==> src/hw/etco_pkg.sv <==
// Shared constants, register layouts and state types of the enhanced timer slice.
// Assumes a 10-bit counter ticking on every ref_clk edge and byte-wide registers
// that sit in the low byte of 32-bit AXI4-Lite words.
package etco_pkg;

  // ----------------------------------------------------------------------
  // Sizes
  // ----------------------------------------------------------------------
  localparam int CNT_W = 10;
  localparam int DATA_W = 32;
  localparam int PERIOD_W = 3;
  localparam int PERIOD_LSB = 7;

  // ----------------------------------------------------------------------
  // Register byte offsets
  // ----------------------------------------------------------------------
  localparam logic [7:0] OFF_CTRL0 = 8'h00;
  localparam logic [7:0] OFF_CTRL1 = 8'h04;
  localparam logic [7:0] OFF_CTRL2 = 8'h08;
  localparam logic [7:0] OFF_CNT_LO = 8'h0c;
  localparam logic [7:0] OFF_CNT_HI = 8'h10;
  localparam logic [7:0] OFF_CMPA_LO = 8'h14;
  localparam logic [7:0] OFF_CMPA_HI = 8'h18;
  localparam logic [7:0] OFF_CMPB_LO = 8'h1c;
  localparam logic [7:0] OFF_CMPB_HI = 8'h20;
  localparam logic [7:0] OFF_FLAGS = 8'h24;

  // ----------------------------------------------------------------------
  // Reset values and flag positions
  // ----------------------------------------------------------------------
  localparam logic [7:0] CTRL0_RST = 8'h00;
  localparam logic [7:0] CTRL1_RST = 8'h00;
  localparam logic [7:0] CTRL2_RST = 8'h00;
  localparam logic [9:0] CMP_RST = 10'h000;
  localparam logic [9:0] CNT_RST = 10'h000;
  localparam int FLAG_A_BIT = 0;
  localparam int FLAG_B_BIT = 1;
  localparam int FLAG_P_BIT = 2;

  // ----------------------------------------------------------------------
  // Field encodings
  // ----------------------------------------------------------------------
  localparam logic [1:0] MODE_COMPARE = 2'h0;
  localparam logic [1:0] MODE_CAPTURE = 2'h1;
  localparam logic [1:0] MODE_PWM = 2'h2;
  localparam logic [1:0] MODE_TIMER = 2'h3;
  localparam logic [1:0] FUNC_HOLD = 2'h0;
  localparam logic [1:0] FUNC_LOW = 2'h1;
  localparam logic [1:0] FUNC_HIGH = 2'h2;
  localparam logic [1:0] FUNC_TOGGLE = 2'h3;
  localparam logic [1:0] FUNC_INACTIVE = 2'h0;
  localparam logic [1:0] FUNC_ACTIVE = 2'h1;
  localparam logic [1:0] FUNC_PWM = 2'h2;
  localparam logic [1:0] FUNC_PULSE = 2'h3;
  localparam logic [1:0] CAP_RISE = 2'h0;
  localparam logic [1:0] CAP_FALL = 2'h1;
  localparam logic [1:0] CAP_BOTH = 2'h2;
  localparam logic [1:0] ALIGN_EDGE = 2'h0;
  localparam logic [1:0] ALIGN_UP = 2'h1;
  localparam logic [1:0] ALIGN_DOWN = 2'h2;
  localparam logic [1:0] ALIGN_BOTH = 2'h3;
  localparam logic [1:0] RESP_OKAY = 2'h0;
  localparam logic [1:0] RESP_SLVERR = 2'h2;

  // ----------------------------------------------------------------------
  // Types
  // ----------------------------------------------------------------------
  typedef struct packed {
    logic pause;
    logic [2:0] clkSel;
    logic counterOn;
    logic [PERIOD_W-1:0] periodBits;
  } etco_ctrl0_type;

  typedef struct packed {
    logic [1:0] modeSel;
    logic [1:0] pinFunc;
    logic levelCtrl;
    logic invert;
    logic countDown;
    logic clearSourceSel;
  } etco_ctrl1_type;

  typedef struct packed {
    logic [1:0] modeSel;
    logic [1:0] pinFunc;
    logic levelCtrl;
    logic invert;
    logic [1:0] pwmAlignSel;
  } etco_ctrl2_type;

  typedef struct packed {
    logic [1:0] modeSel;
    logic [1:0] pinFunc;
    logic levelCtrl;
    logic invert;
  } etco_chan_cfg_type;

  typedef struct packed {
    logic periodMatch;
    logic compareB;
    logic compareA;
  } etco_flags_type;

  typedef struct packed {
    logic awHave;
    logic [7:0] awAddr;
    logic wHave;
    logic [7:0] wData;
    logic wStrb0;
    logic bValid;
    logic [1:0] bResp;
    logic rValid;
    logic [DATA_W-1:0] rData;
    logic [1:0] rResp;
  } etco_axi_state_type;

  typedef struct packed {
    etco_axi_state_type axi;
    etco_ctrl0_type ctrl0;
    etco_ctrl1_type ctrl1;
    etco_ctrl2_type ctrl2;
    logic [CNT_W-1:0] cnt;
    logic [CNT_W-1:0] compareA;
    logic [CNT_W-1:0] compareB;
    etco_flags_type flags;
    logic onPrev;
    logic pulseB;
    logic capSync1;
    logic capSync2;
    logic capPrev;
  } etco_timer_state_type;

  typedef struct packed {
    logic level;
    logic pin;
  } etco_chan_state_type;

endpackage : etco_pkg

==> src/hw/etco_timer.sv <==
// Enhanced timer slice: 10-bit counter, compare A/B, period bits, two outputs,
// channel B capture input, registers behind an AXI4-Lite slave.
// Assumes the counter ticks on every ref_clk edge; clock selection lies elsewhere.
//
// Operation
// - Channel B mode field: compare, capture, PWM or pulse, timer.
// - Compare mode match: hold, drive low, drive high or toggle channel B pin.
// - PWM mode: force inactive, force active, PWM waveform or single pulse.
// - Capture on rising, falling or both edges; code three disables capture.
// - Match changes pin only if requested level differs from initial level.
// - Counter-on rising edge returns compare outputs to their initial level.
// - Level bit sets initial level in compare, active level in PWM.
// - Invert bit inverts channel B pin; unused in timer mode.
// - Alignment field: edge, or centre matching up, down or both.
// - Counter readable only, low byte and two high bits, rest zero.
// - Compare A value in low byte and two high bits, reset zero.
// - Compare B value in low byte and two high bits, reset zero.
// - Clear source low: period match or overflow clears; A and P flags.
// - Clear source high: compare A clears counter; no period flag.
// - Only compare A or B matches move pins; period match never.
// - Channel B pin follows compare B, channel A pin compare A.
// - Period bits meet counter top bits; zero lets counter overflow.
// - Counter-on rise zeroes counter; fall stops and holds count.
//
// Our own choices: the AXI4-Lite interface to the registers and the register offsets.
`timescale 1ns/1ns
module etco_timer
  import etco_pkg::*;
#(
  parameter int ADDR_WIDTH = 8
) (
  // Clock and reset
  input wire logic ref_clk,
  input wire logic rst_n,
  // AXI4-Lite write address
  input wire logic awvalid,
  output logic awready,
  input wire logic [ADDR_WIDTH-1:0] awaddr,
  input wire logic [2:0] awprot,
  // AXI4-Lite write data
  input wire logic wvalid,
  output logic wready,
  input wire logic [DATA_W-1:0] wdata,
  input wire logic [3:0] wstrb,
  // AXI4-Lite write response
  output logic bvalid,
  input wire logic bready,
  output logic [1:0] bresp,
  // AXI4-Lite read address
  input wire logic arvalid,
  output logic arready,
  input wire logic [ADDR_WIDTH-1:0] araddr,
  input wire logic [2:0] arprot,
  // AXI4-Lite read data
  output logic rvalid,
  input wire logic rready,
  output logic [DATA_W-1:0] rdata,
  output logic [1:0] rresp,
  // Timer pins
  input wire logic chanBCapturePin,
  output logic chanAOutPin,
  output logic chanBOutPin
);

  // ----------------------------------------------------------------------
  // Elaboration check
  // ----------------------------------------------------------------------
  if (ADDR_WIDTH < 8 || ADDR_WIDTH > 32) begin : gAddrCheck
    $error("ADDR_WIDTH must lie between 8 and 32");
  end

  // ----------------------------------------------------------------------
  // Functions
  // ----------------------------------------------------------------------
  function automatic logic addrKnown(input logic [7:0] addr);
    case (addr)
      OFF_CTRL0, OFF_CTRL1, OFF_CTRL2, OFF_CNT_LO, OFF_CNT_HI,
      OFF_CMPA_LO, OFF_CMPA_HI, OFF_CMPB_LO, OFF_CMPB_HI, OFF_FLAGS: addrKnown = 1'b1;
      default: addrKnown = 1'b0;
    endcase
  endfunction : addrKnown

  function automatic logic [DATA_W-1:0] readReg(input logic [7:0] addr,
                                                input etco_timer_state_type s);
    logic [7:0] b;
    b = 8'h00;
    case (addr)
      OFF_CTRL0: b = s.ctrl0;
      OFF_CTRL1: b = s.ctrl1;
      OFF_CTRL2: b = s.ctrl2;
      OFF_CNT_LO: b = s.cnt[7:0];
      OFF_CNT_HI: b = {6'h00, s.cnt[9:8]};
      OFF_CMPA_LO: b = s.compareA[7:0];
      OFF_CMPA_HI: b = {6'h00, s.compareA[9:8]};
      OFF_CMPB_LO: b = s.compareB[7:0];
      OFF_CMPB_HI: b = {6'h00, s.compareB[9:8]};
      OFF_FLAGS: b = {5'h00, s.flags};
      default: b = 8'h00;
    endcase
    readReg = {24'h000000, b};
  endfunction : readReg

  function automatic logic captureHit(input logic [1:0] func, input logic rise,
                                      input logic fall);
    case (func)
      CAP_RISE: captureHit = rise;
      CAP_FALL: captureHit = fall;
      CAP_BOTH: captureHit = rise | fall;
      default: captureHit = 1'b0;
    endcase
  endfunction : captureHit

  // ----------------------------------------------------------------------
  // State and decoded conditions
  // ----------------------------------------------------------------------
  etco_timer_state_type st_q;
  etco_timer_state_type st_d;

  logic counterRise;
  logic running;
  logic modeACapture;
  logic modeBCapture;
  logic pwmMode;
  logic singlePulse;
  logic centre;
  logic eqA;
  logic eqB;
  logic periodEq;
  logic [CNT_W-1:0] periodTop;
  logic [CNT_W-1:0] centreTop;
  logic dirOk;
  logic hitA;
  logic hitB;
  logic hitP;
  logic clearOnA;
  logic clearOnP;
  logic capHit;
  logic writeFire;
  etco_chan_cfg_type cfgA;
  etco_chan_cfg_type cfgB;

  assign counterRise = st_q.ctrl0.counterOn & ~st_q.onPrev;
  assign running = st_q.ctrl0.counterOn & ~st_q.ctrl0.pause & ~counterRise;
  assign modeACapture = st_q.ctrl1.modeSel == MODE_CAPTURE;
  assign modeBCapture = st_q.ctrl2.modeSel == MODE_CAPTURE;
  assign pwmMode = st_q.ctrl1.modeSel == MODE_PWM;
  assign singlePulse = pwmMode && st_q.ctrl1.pinFunc == FUNC_PULSE;
  assign centre = pwmMode && !singlePulse && st_q.ctrl2.pwmAlignSel != ALIGN_EDGE;
  assign eqA = st_q.cnt == st_q.compareA;
  assign eqB = st_q.cnt == st_q.compareB;
  assign periodTop = {st_q.ctrl0.periodBits, {PERIOD_LSB{1'b0}}};
  assign periodEq = (st_q.ctrl0.periodBits == '0) ? (st_q.cnt == '1)
                                                   : (st_q.cnt == periodTop);
  assign centreTop = st_q.ctrl1.clearSourceSel ? st_q.compareA
                   : ((st_q.ctrl0.periodBits == '0) ? '1 : periodTop);
  always_comb begin
    case (st_q.ctrl2.pwmAlignSel)
      ALIGN_UP: dirOk = !centre || !st_q.ctrl1.countDown;
      ALIGN_DOWN: dirOk = !centre || st_q.ctrl1.countDown;
      default: dirOk = 1'b1;
    endcase
  end
  assign hitA = running && eqA && dirOk && !modeACapture;
  assign hitB = running && eqB && dirOk && !modeBCapture;
  assign clearOnA = st_q.ctrl1.clearSourceSel && !singlePulse && !modeACapture;
  assign clearOnP = !st_q.ctrl1.clearSourceSel && !singlePulse && !modeACapture;
  assign hitP = running && clearOnP
             && (centre ? (st_q.ctrl1.countDown && st_q.cnt == '0) : periodEq);
  assign capHit = modeBCapture
               && captureHit(st_q.ctrl2.pinFunc, st_q.capSync2 & ~st_q.capPrev,
                             ~st_q.capSync2 & st_q.capPrev);
  assign writeFire = st_q.axi.awHave && st_q.axi.wHave && !st_q.axi.bValid;

  // ----------------------------------------------------------------------
  // Next state
  // ----------------------------------------------------------------------
  always_comb begin
    st_d = st_q;

    // Capture pin synchroniser
    st_d.capSync1 = chanBCapturePin;
    st_d.capSync2 = st_q.capSync1;
    st_d.capPrev = st_q.capSync2;
    st_d.onPrev = st_q.ctrl0.counterOn;

    // Bus channel acceptance
    if (awvalid && awready) begin
      st_d.axi.awHave = 1'b1;
      st_d.axi.awAddr = awaddr[7:0];
    end
    if (wvalid && wready) begin
      st_d.axi.wHave = 1'b1;
      st_d.axi.wData = wdata[7:0];
      st_d.axi.wStrb0 = wstrb[0];
    end
    if (st_q.axi.bValid && bready) begin
      st_d.axi.bValid = 1'b0;
    end

    // Register write, applied before hardware events so that sets win
    if (writeFire) begin
      st_d.axi.awHave = 1'b0;
      st_d.axi.wHave = 1'b0;
      st_d.axi.bValid = 1'b1;
      st_d.axi.bResp = addrKnown(st_q.axi.awAddr) ? RESP_OKAY : RESP_SLVERR;
      if (st_q.axi.wStrb0) begin
        case (st_q.axi.awAddr)
          OFF_CTRL0: st_d.ctrl0 = etco_ctrl0_type'(st_q.axi.wData);
          OFF_CTRL1: begin
            st_d.ctrl1 = etco_ctrl1_type'(st_q.axi.wData);
            st_d.ctrl1.countDown = st_q.ctrl1.countDown;
          end
          OFF_CTRL2: st_d.ctrl2 = etco_ctrl2_type'(st_q.axi.wData);
          OFF_CMPA_LO: st_d.compareA[7:0] = st_q.axi.wData;
          OFF_CMPA_HI: st_d.compareA[9:8] = st_q.axi.wData[1:0];
          OFF_CMPB_LO: st_d.compareB[7:0] = st_q.axi.wData;
          OFF_CMPB_HI: st_d.compareB[9:8] = st_q.axi.wData[1:0];
          OFF_FLAGS: st_d.flags = st_q.flags & ~etco_flags_type'(st_q.axi.wData[2:0]);
          default: st_d.ctrl0 = st_d.ctrl0;
        endcase
      end
    end

    // Register read
    if (st_q.axi.rValid && rready) begin
      st_d.axi.rValid = 1'b0;
    end
    if (arvalid && arready) begin
      st_d.axi.rValid = 1'b1;
      st_d.axi.rData = readReg(araddr[7:0], st_q);
      st_d.axi.rResp = addrKnown(araddr[7:0]) ? RESP_OKAY : RESP_SLVERR;
    end

    // Counter
    if (counterRise) begin
      st_d.cnt = '0;
      st_d.ctrl1.countDown = 1'b0;
    end else if (running) begin
      if (centre) begin
        if (!st_q.ctrl1.countDown) begin
          if (st_q.cnt >= centreTop) begin
            st_d.ctrl1.countDown = 1'b1;
            st_d.cnt = st_q.cnt - 10'h001;
          end else begin
            st_d.cnt = st_q.cnt + 10'h001;
          end
        end else if (st_q.cnt == '0) begin
          st_d.ctrl1.countDown = 1'b0;
          st_d.cnt = st_q.cnt + 10'h001;
        end else begin
          st_d.cnt = st_q.cnt - 10'h001;
        end
      end else if ((clearOnA && eqA) || (clearOnP && periodEq)) begin
        st_d.cnt = '0;
      end else begin
        st_d.cnt = st_q.cnt + 10'h001;
      end
    end

    // Single pulse: compare A ends the run, compare B starts the B pulse
    if (singlePulse && hitA) begin
      st_d.ctrl0.counterOn = 1'b0;
    end
    if (!st_q.ctrl0.counterOn) begin
      st_d.pulseB = 1'b0;
    end else if (hitB) begin
      st_d.pulseB = 1'b1;
    end

    // Match and capture flags, sticky
    if (hitA) begin
      st_d.flags.compareA = 1'b1;
    end
    if (hitB) begin
      st_d.flags.compareB = 1'b1;
    end
    if (hitP) begin
      st_d.flags.periodMatch = 1'b1;
    end
    if (capHit) begin
      st_d.compareB = st_q.cnt;
      st_d.flags.compareB = 1'b1;
    end
  end

  always_ff @(posedge ref_clk or negedge rst_n) begin
    if (!rst_n) begin
      st_q <= '0;
      st_q.ctrl0 <= etco_ctrl0_type'(CTRL0_RST);
      st_q.ctrl1 <= etco_ctrl1_type'(CTRL1_RST);
      st_q.ctrl2 <= etco_ctrl2_type'(CTRL2_RST);
      st_q.cnt <= CNT_RST;
      st_q.compareA <= CMP_RST;
      st_q.compareB <= CMP_RST;
    end else begin
      st_q <= st_d;
    end
  end

  // ----------------------------------------------------------------------
  // Bus outputs
  // ----------------------------------------------------------------------
  assign awready = !st_q.axi.awHave && !st_q.axi.bValid;
  assign wready = !st_q.axi.wHave && !st_q.axi.bValid;
  assign bvalid = st_q.axi.bValid;
  assign bresp = st_q.axi.bResp;
  assign arready = !st_q.axi.rValid;
  assign rvalid = st_q.axi.rValid;
  assign rdata = st_q.axi.rData;
  assign rresp = st_q.axi.rResp;

  // ----------------------------------------------------------------------
  // Output channels
  // ----------------------------------------------------------------------
  assign cfgA = {st_q.ctrl1.modeSel, st_q.ctrl1.pinFunc, st_q.ctrl1.levelCtrl,
                 st_q.ctrl1.invert};
  assign cfgB = {st_q.ctrl2.modeSel, st_q.ctrl2.pinFunc, st_q.ctrl2.levelCtrl,
                 st_q.ctrl2.invert};

  etco_channel_out uChanA (
    .ref_clk(ref_clk),
    .rst_n(rst_n),
    .cfg(cfgA),
    .match(hitA),
    .restart(counterRise),
    .pwmActive(st_q.cnt < st_q.compareA),
    .pulseActive(st_q.ctrl0.counterOn),
    .pinOut(chanAOutPin)
  );

  etco_channel_out uChanB (
    .ref_clk(ref_clk),
    .rst_n(rst_n),
    .cfg(cfgB),
    .match(hitB),
    .restart(counterRise),
    .pwmActive(st_q.cnt < st_q.compareB),
    .pulseActive(st_q.pulseB),
    .pinOut(chanBOutPin)
  );

endmodule : etco_timer

==> src/hw/etco_channel_out.sv <==
// One timer output channel: compare actions, PWM and pulse levels, polarity.
// Assumes match and restart are one-cycle pulses from the timer core on ref_clk.
`timescale 1ns/1ns
module etco_channel_out
  import etco_pkg::*;
(
  // Clock and reset
  input wire logic ref_clk,
  input wire logic rst_n,
  // Configuration and events
  input wire etco_chan_cfg_type cfg,
  input wire logic match,
  input wire logic restart,
  input wire logic pwmActive,
  input wire logic pulseActive,
  // Pin
  output logic pinOut
);

  etco_chan_state_type st_q;
  etco_chan_state_type st_d;
  logic activeLevel;

  always_comb begin
    st_d = st_q;
    activeLevel = cfg.levelCtrl;
    case (cfg.modeSel)
      MODE_COMPARE: begin
        if (restart) begin
          st_d.level = cfg.levelCtrl;
        end else if (match) begin
          case (cfg.pinFunc)
            FUNC_LOW: st_d.level = 1'b0;
            FUNC_HIGH: st_d.level = 1'b1;
            FUNC_TOGGLE: st_d.level = ~st_q.level;
            default: st_d.level = st_q.level;
          endcase
        end
      end
      MODE_PWM: begin
        case (cfg.pinFunc)
          FUNC_INACTIVE: st_d.level = ~activeLevel;
          FUNC_ACTIVE: st_d.level = activeLevel;
          FUNC_PWM: st_d.level = pwmActive ? activeLevel : ~activeLevel;
          default: st_d.level = pulseActive ? activeLevel : ~activeLevel;
        endcase
      end
      default: st_d.level = st_q.level;
    endcase
    if (cfg.modeSel == MODE_COMPARE || cfg.modeSel == MODE_PWM) begin
      st_d.pin = st_d.level ^ cfg.invert;
    end else begin
      st_d.pin = 1'b0;
    end
  end

  always_ff @(posedge ref_clk or negedge rst_n) begin
    if (!rst_n) begin
      st_q <= '0;
    end else begin
      st_q <= st_d;
    end
  end

  assign pinOut = st_q.pin;

endmodule : etco_channel_out

==> config.mk <==
export PLATFORM = sky130hd
export DESIGN_NAME = etco_timer
export DESIGN_NICKNAME = d
export VERILOG_FILES = /design/src/hw/etco_pkg.sv /design/src/hw/etco_timer.sv /design/src/hw/etco_channel_out.sv
export SDC_FILE = /design/constraint.sdc
export NUM_CORES = 1
export LEC_CHECK = 0
export BUFFER_PORTS_ARGS = -buffer_cell sky130_fd_sc_hd__buf_2
export CAP_MARGIN = 10
export CORE_UTILIZATION = 45
export CTS_CLUSTER_DIAMETER = 120
export DETAILED_ROUTE_END_ITERATION = 10
export GPL_TIMING_DRIVEN = 0
export PLACE_DENSITY = 0.66
export RECOVER_POWER = 50
export SETUP_SLACK_MARGIN = 0.1
export SYNTH_ARGS = -nofsm -noshare
export SYNTH_HDL_FRONTEND = slang
export SYNTH_SLANG_ARGS = --single-unit
==> constraint.sdc <==
create_clock -name ref_clk -period 4.46 [get_ports ref_clk]
set_clock_uncertainty 0.2 [all_clocks]
set_input_delay 0.446 -clock ref_clk [delete_from_list [all_inputs] [get_ports ref_clk]]
set_output_delay 0.446 -clock ref_clk [all_outputs]
set_load 0.005 [all_outputs]
# Word-level counts from Yosys, hierarchy flattened
# Cells that the tools add are included.
# word_totals
in_bits,66
regBits,99
wordCells,256
# classes
add_sub_neg,2
n_eq_ne,35
magnitude_cmp,3
n_reduce_logical,87
n_bitwise,19
mux,68
# op_table
operator,n
2-to-1 mux 10 bit,11
one-hot mux 8 bit (10 select lines),1
equality test 8 x 5 -> 1 bit (second input constant),8
2-to-1 mux 20 bit,2
nonzero test 2 bit,19
2-to-1 mux 35 bit,1
2-to-1 mux 1 bit,33
AND reduction 3 bit,11
equality test 8 x 4 -> 1 bit (second input constant),4
equality test 8 x 6 -> 1 bit (second input constant),4
equality test 10 bit,3
logical AND 1 bit,29
2-to-1 mux 13 bit,2
2-to-1 mux 8 bit,3
less-than comparator 10 bit,2
OR reduction 10 bit,2
equality test 8 x 3 -> 1 bit (second input constant),2
logical NOT 8 bit,2
one-hot mux 1 bit (3 select lines),5
equality test 2 bit (second input constant),7
adder 10 x 1 -> 10 bit (second input constant),1
equality test 10 bit (second input constant),1
equality test 2 x 1 -> 1 bit (second input constant),5
>= comparator 10 bit,1
19 further kinds,55

# Logic depth before layout (Yosys ltp)
# logic_depth
ltp_word,15
mapped_depth,12
mapped_depth_nobuf,11

# Modules after synthesis
# Synthesis repeated with hierarchy kept, for this count alone.
# unflattened
cells_unflattened,640
hier_area_um2,6378.6
# modules_own_cells
module,area_each_um2,n_inst,seq_area_each_um2,cells_per_inst
etco_timer,6080.8,1,2327.2,608
etco_channel_out,148.9,2,50.0,16

# Worst setup path after synthesis
# No wires, ideal clock.
# synth_path
path_kind,flip-flop to flip-flop
start,"register st_q, in the netlist periodTop[9]"
end,register st_q[30] (netlist bit)
synth_period_minus_slack_ns,3.164
stages_incl_launch_ff,11
path_buffers,1
slack_ns,1.296
t_arrival_ns,2.843
path_cell_list,dfrtp_1 clkbuf_1 nor4_1 a21oi_1 ha_1 a211oi_1 nand2_1 o31ai_1 o21ai_0 and3_1 o22a_1
# synth_between
elab_chain_len,9
elab_cells_between_ends,14
classes_between,order compare (1); eq/ne (1); mux (9); reduce/logical (3)
# synth_lines
element,line,source
"start, declared",etco_timer.sv:116,etco_timer_state_type st_q;
"start signal, assigned",etco_timer.sv:296,st_q <= st_d;
logical NOT 3 bit,"etco_timer.sv:152, etco_timer.sv:155",
2-to-1 mux 10 bit,etco_timer.sv:155,: ((st_q.ctrl0.periodBits == '0) ? '1 : periodTop);
2-to-1 mux 10 bit,etco_timer.sv:154,assign centreTop = st_q.ctrl1.clearSourceSel ? st_q.compareA
>= comparator 10 bit,etco_timer.sv:241,if (st_q.cnt >= centreTop) begin
2-to-1 mux 10 bit,etco_timer.sv:241,
2-to-1 mux 10 bit,etco_timer.sv:240,if (!st_q.ctrl1.countDown) begin
2-to-1 mux 10 bit *,etco_timer.sv:239,if (centre) begin
2-to-1 mux 10 bit *,etco_timer.sv:238,end else if (running) begin
2-to-1 mux 10 bit *,etco_timer.sv:235,if (counterRise) begin
# Mark *: on every way between the ends. The rest lies on a longest branch, timed or not. The select of a mux whose other input is x is not followed.
# A chain may end at the register's enable or synchronous reset.

# Final worst setup path
# layout_path
start,register st_q[46] (netlist bit)
end,register st_q[30] (netlist bit)
# layout_between
elab_chain_len,9
elab_cells_between_ends,16
classes_between,order compare (1); mux (7); reduce/logical (8)
# layout_lines
element,line
"parallel branches: the longest is 6 deep, another holds >= comparator 10 bit",-
2-to-1 mux 10 bit *,etco_timer.sv:239
2-to-1 mux 10 bit *,etco_timer.sv:238
2-to-1 mux 10 bit *,etco_timer.sv:235
# Every way passes the cells marked *. The select of a mux whose other input is x is not followed.

==> run metrics <==
status=complete, but fails checks; failing checks=capacitance limit, slew limit; H-tree Lvls=3; total power draw=0.00288 W; # port buffers=49; RSZ-0062 raised after global routing=false; Final setup viols=0; core area=13500 um^2; compound-cell area share of the yosys netlist=17.9%; area growth from synthesis to final layout=13.9%; HP Class=in2reg; clk_lat worst skew=0.35 ns; die span in y=120 um; Yosys top cell by area=dfrtp_1; all-layer global routing usage=25.9%; CP max-delay cell=o31ai_1; antenna violations before repair=0; Crit. End Element=register; max-cap violations=1; Post-synth EDFFs=0; Placed Area=6890 um^2; Worst EP required=4.50 ns; Mapped Area=6310 um^2; placer congestion estimate=0.926; mux cell area share after synthesis=9.90%; DR WL/cell=19.2 um; vias per cell=5.91; worst setup path class=reg2reg; final instance area=7180 um^2; Place WS=0.571 ns; CTS Buffer Depth=2; largest family of logic cells by synthesized area=compound AO/OA/AOI/OAI gates; CTS buffer count=9; post-synthesis simple-gate area fraction=17.1%; async set-reset flop share out of synthesis=100%; Hold Fails Final Rpt=0; WP data arrival=4.05 ns; die area=14500 um^2; DP HPWL=13800 um; Iteration-0 DRC Markers=515; top_reg_cell synth=dfrtp_1; P per Cell Area=401 nW/um^2; Core Util, Final=53.4%; clk root buf=clkbuf_16; Routed Antenna Nets=0; via count=5560; Startpoint Class=register; vias in the first global route=5285; Syn Area/Cell=9.38 um^2; Setup Fix Bufs, Post-CTS=0; Final Max Tran Viols=54; CTS sink cnt=97; Synth Warn #=0; Peak Freq=249 MHz; largest net degree at the start of global routing=55; worst path cell trace=clkbuf_1 -> clkbuf_1 -> nor2_1 -> a21oi_1 -> ha_1 -> a211oi_1 -> nand2_1 -> o31ai_1 -> o21ai_0 -> and3_1 -> o22a_1; Synth top area share=38.5%; period utilization=90.0%; GR Overflow Total=0; Die Wd=120 um; worst slew pin tran=3.09 ns; register area share after synthesis=38.5%; Post-Syn Instances=672; Synth Area in XOR/XNOR=0.833%; cell mode on critical path=clkbuf_1; Seq cells post-synth=97; synth top area cells=dfrtp_1 38%, ha_1 7.1%, mux2_2 5.5%; CP max FO=10; first-pass GRT wire length=28500 um; DRC=0; io pins=109; Worst VDD drop=304 uV; leakage=3.42 nW; DRT Pass-1 Iters=5; clock transition at the registers of the reported paths=0.07 ns; Setup TNS=0 ns; Rel. slew slack=-106%; CP peak stage delay=0.91 ns; share of cells above drive strength 1=19.2%; TritonCTS clock tree=done; worst path bufs/invs=2; # diodes=0; CP delay by family, top=compound AO/OA/AOI/OAI gates; crit path setup slack, layout=0.447 ns; initial core utilization=46.9%; Site Rows=42; Nets=862; DRT Wirelength=18000 um; area share of fa/ha/maj cells after synthesis=7.14%; min Tclk post-route=4.01 ns; library cells used by synthesis=70
-- synth_stat cells (3+ instances only) --
cell and n:
a22o_1 8, a22oi_1 18, o21ai_0 38, a31oi_1 3
nor4_1 5, nor2_1 38, inv_1 39, mux2_2 31
a211oi_1 3, or3_1 4, a21o_1 12, o211ai_1 5
ha_1 36, a21oi_1 40, and3_1 15, nand2_1 53
buf_4 36, clkbuf_1 24, a32oi_1 3, nand2b_1 7
mux2_4 7, a211o_1 4, and2_1 5, nand3_1 27
a2bb2oi_1 3, mux2i_1 17, nand4_1 10, o31ai_1 3
nor3_1 11, nor2b_1 5, buf_2 5, nor3b_1 3
dfrtp_1 97, o22ai_1 3, xor2_1 5, nand3b_1 5
-- final timing paths --
check / to / cells after the start / start / slack [ns]
setup / recovery: st_q[30] / 11 / st_q[46] / 0.45
hold / removal: bvalid / 2 / bready / 0.06
setup reg to reg: st_q[30] / 11 / st_q[46] / 0.45
hold reg to reg: st_d[0] / 0 / st_d[1] / 0.16
max in group asynchronous: st_q[34] / 2 / rst_n / 0.83
min in group asynchronous: rdata[2] / 2 / rst_n / 1.46
-- layer usage --
| metal | track usage (%) | vias to the layer above | routed length [um] |
|---|---|---|---|
| met5 | 0 | - | 0 |
| met4 | 10.6 | 0 | 569 |
| met3 | 4.29 | 45 | 1140 |
| met2 | 40.8 | 258 | 8150 |
| met1 | 35.4 | 2697 | 8140 |
| li1 | - | 2560 | - |
-- state kept, by name, indices dropped and copies added, names as in the netlist, 3 cells and up --
register,count
rdata,8
st_q,63
periodTop,3
st_d,3
cfgA,6
cfgB,6
-- through the flow --
| stage | instances | hold slack (ns) |
|---|---|---|
| 6_report | 940 | 0.0646 |
| 4_1_cts | 940 | 0.0622 |
| 3_5_place_dp | 923 | 0.146 |
| 5_1_grt | 940 | 0.0827 |
| 3_3_place_gp | 922 | 0.138 |
| 2_1_floorplan | 697 | -0.0496 |
-- cells in the final DEF (no fill, tap or decap), drive strengths merged, types with 4 or more instances in the layout --
master / instances
a211o: 4
a21o: 12
a21oi: 40
a22o: 8
a22oi: 18
and2: 5
and3: 15
buf: 78
clkbuf: 48
conb: 26
dfrtp: 97
ha: 36
inv: 41
mux2: 38
mux2i: 17
nand2: 53
nand2b: 7
nand3: 27
nand3b: 5
nand4: 10
nor2: 39
nor2b: 5
nor3: 12
nor3b: 5
nor4: 7
o211ai: 5
o21ai: 38
or3: 4
xor2: 5
-- cell families after synthesis --
kind of cell / Yosys count
AOI/OAI and AO/OA: 169
xor gates and xnor gates: 6
adders and majority gates: 36
buffers and inverters: 105
DFF: 97
muxes: 55
other: 1
and+or+nand+nor: 203
-- cell type report --
| cell class | instances | area (um^2) |
|---|---|---|
| Clock buffer | 10 | 229 |
| Tap cell | 176 | 220 |
| Sequential cell | 97 | 2430 |
| Fill cell | 1277 | 6270 |
| Inverter | 39 | 146 |
| Clock inverter | 5 | 63.8 |
| Buffer | 66 | 397 |
| Timing Repair Buffer | 52 | 277 |
| Multi-Input combinational cell | 495 | 3420 |
-- report_power, final --
group	internal, W	switching (W)	total [W]
sequential	0.00106	0.000223	0.00128
combinational	0.000376	0.000433	0.000809
clock	0.000437	0.000350	0.000788
-- repair_timing --
| action | CTS | global route |
|---|---|---|
| hold buffers | 2 | 0 |
| endpoints found under the setup margin | 0 | 6 |
| hold endpoints to repair | 54 | 0 |
| gates resized for setup | 0 | 1 |
Note: power is estimated with default switching activity, not from simulation.
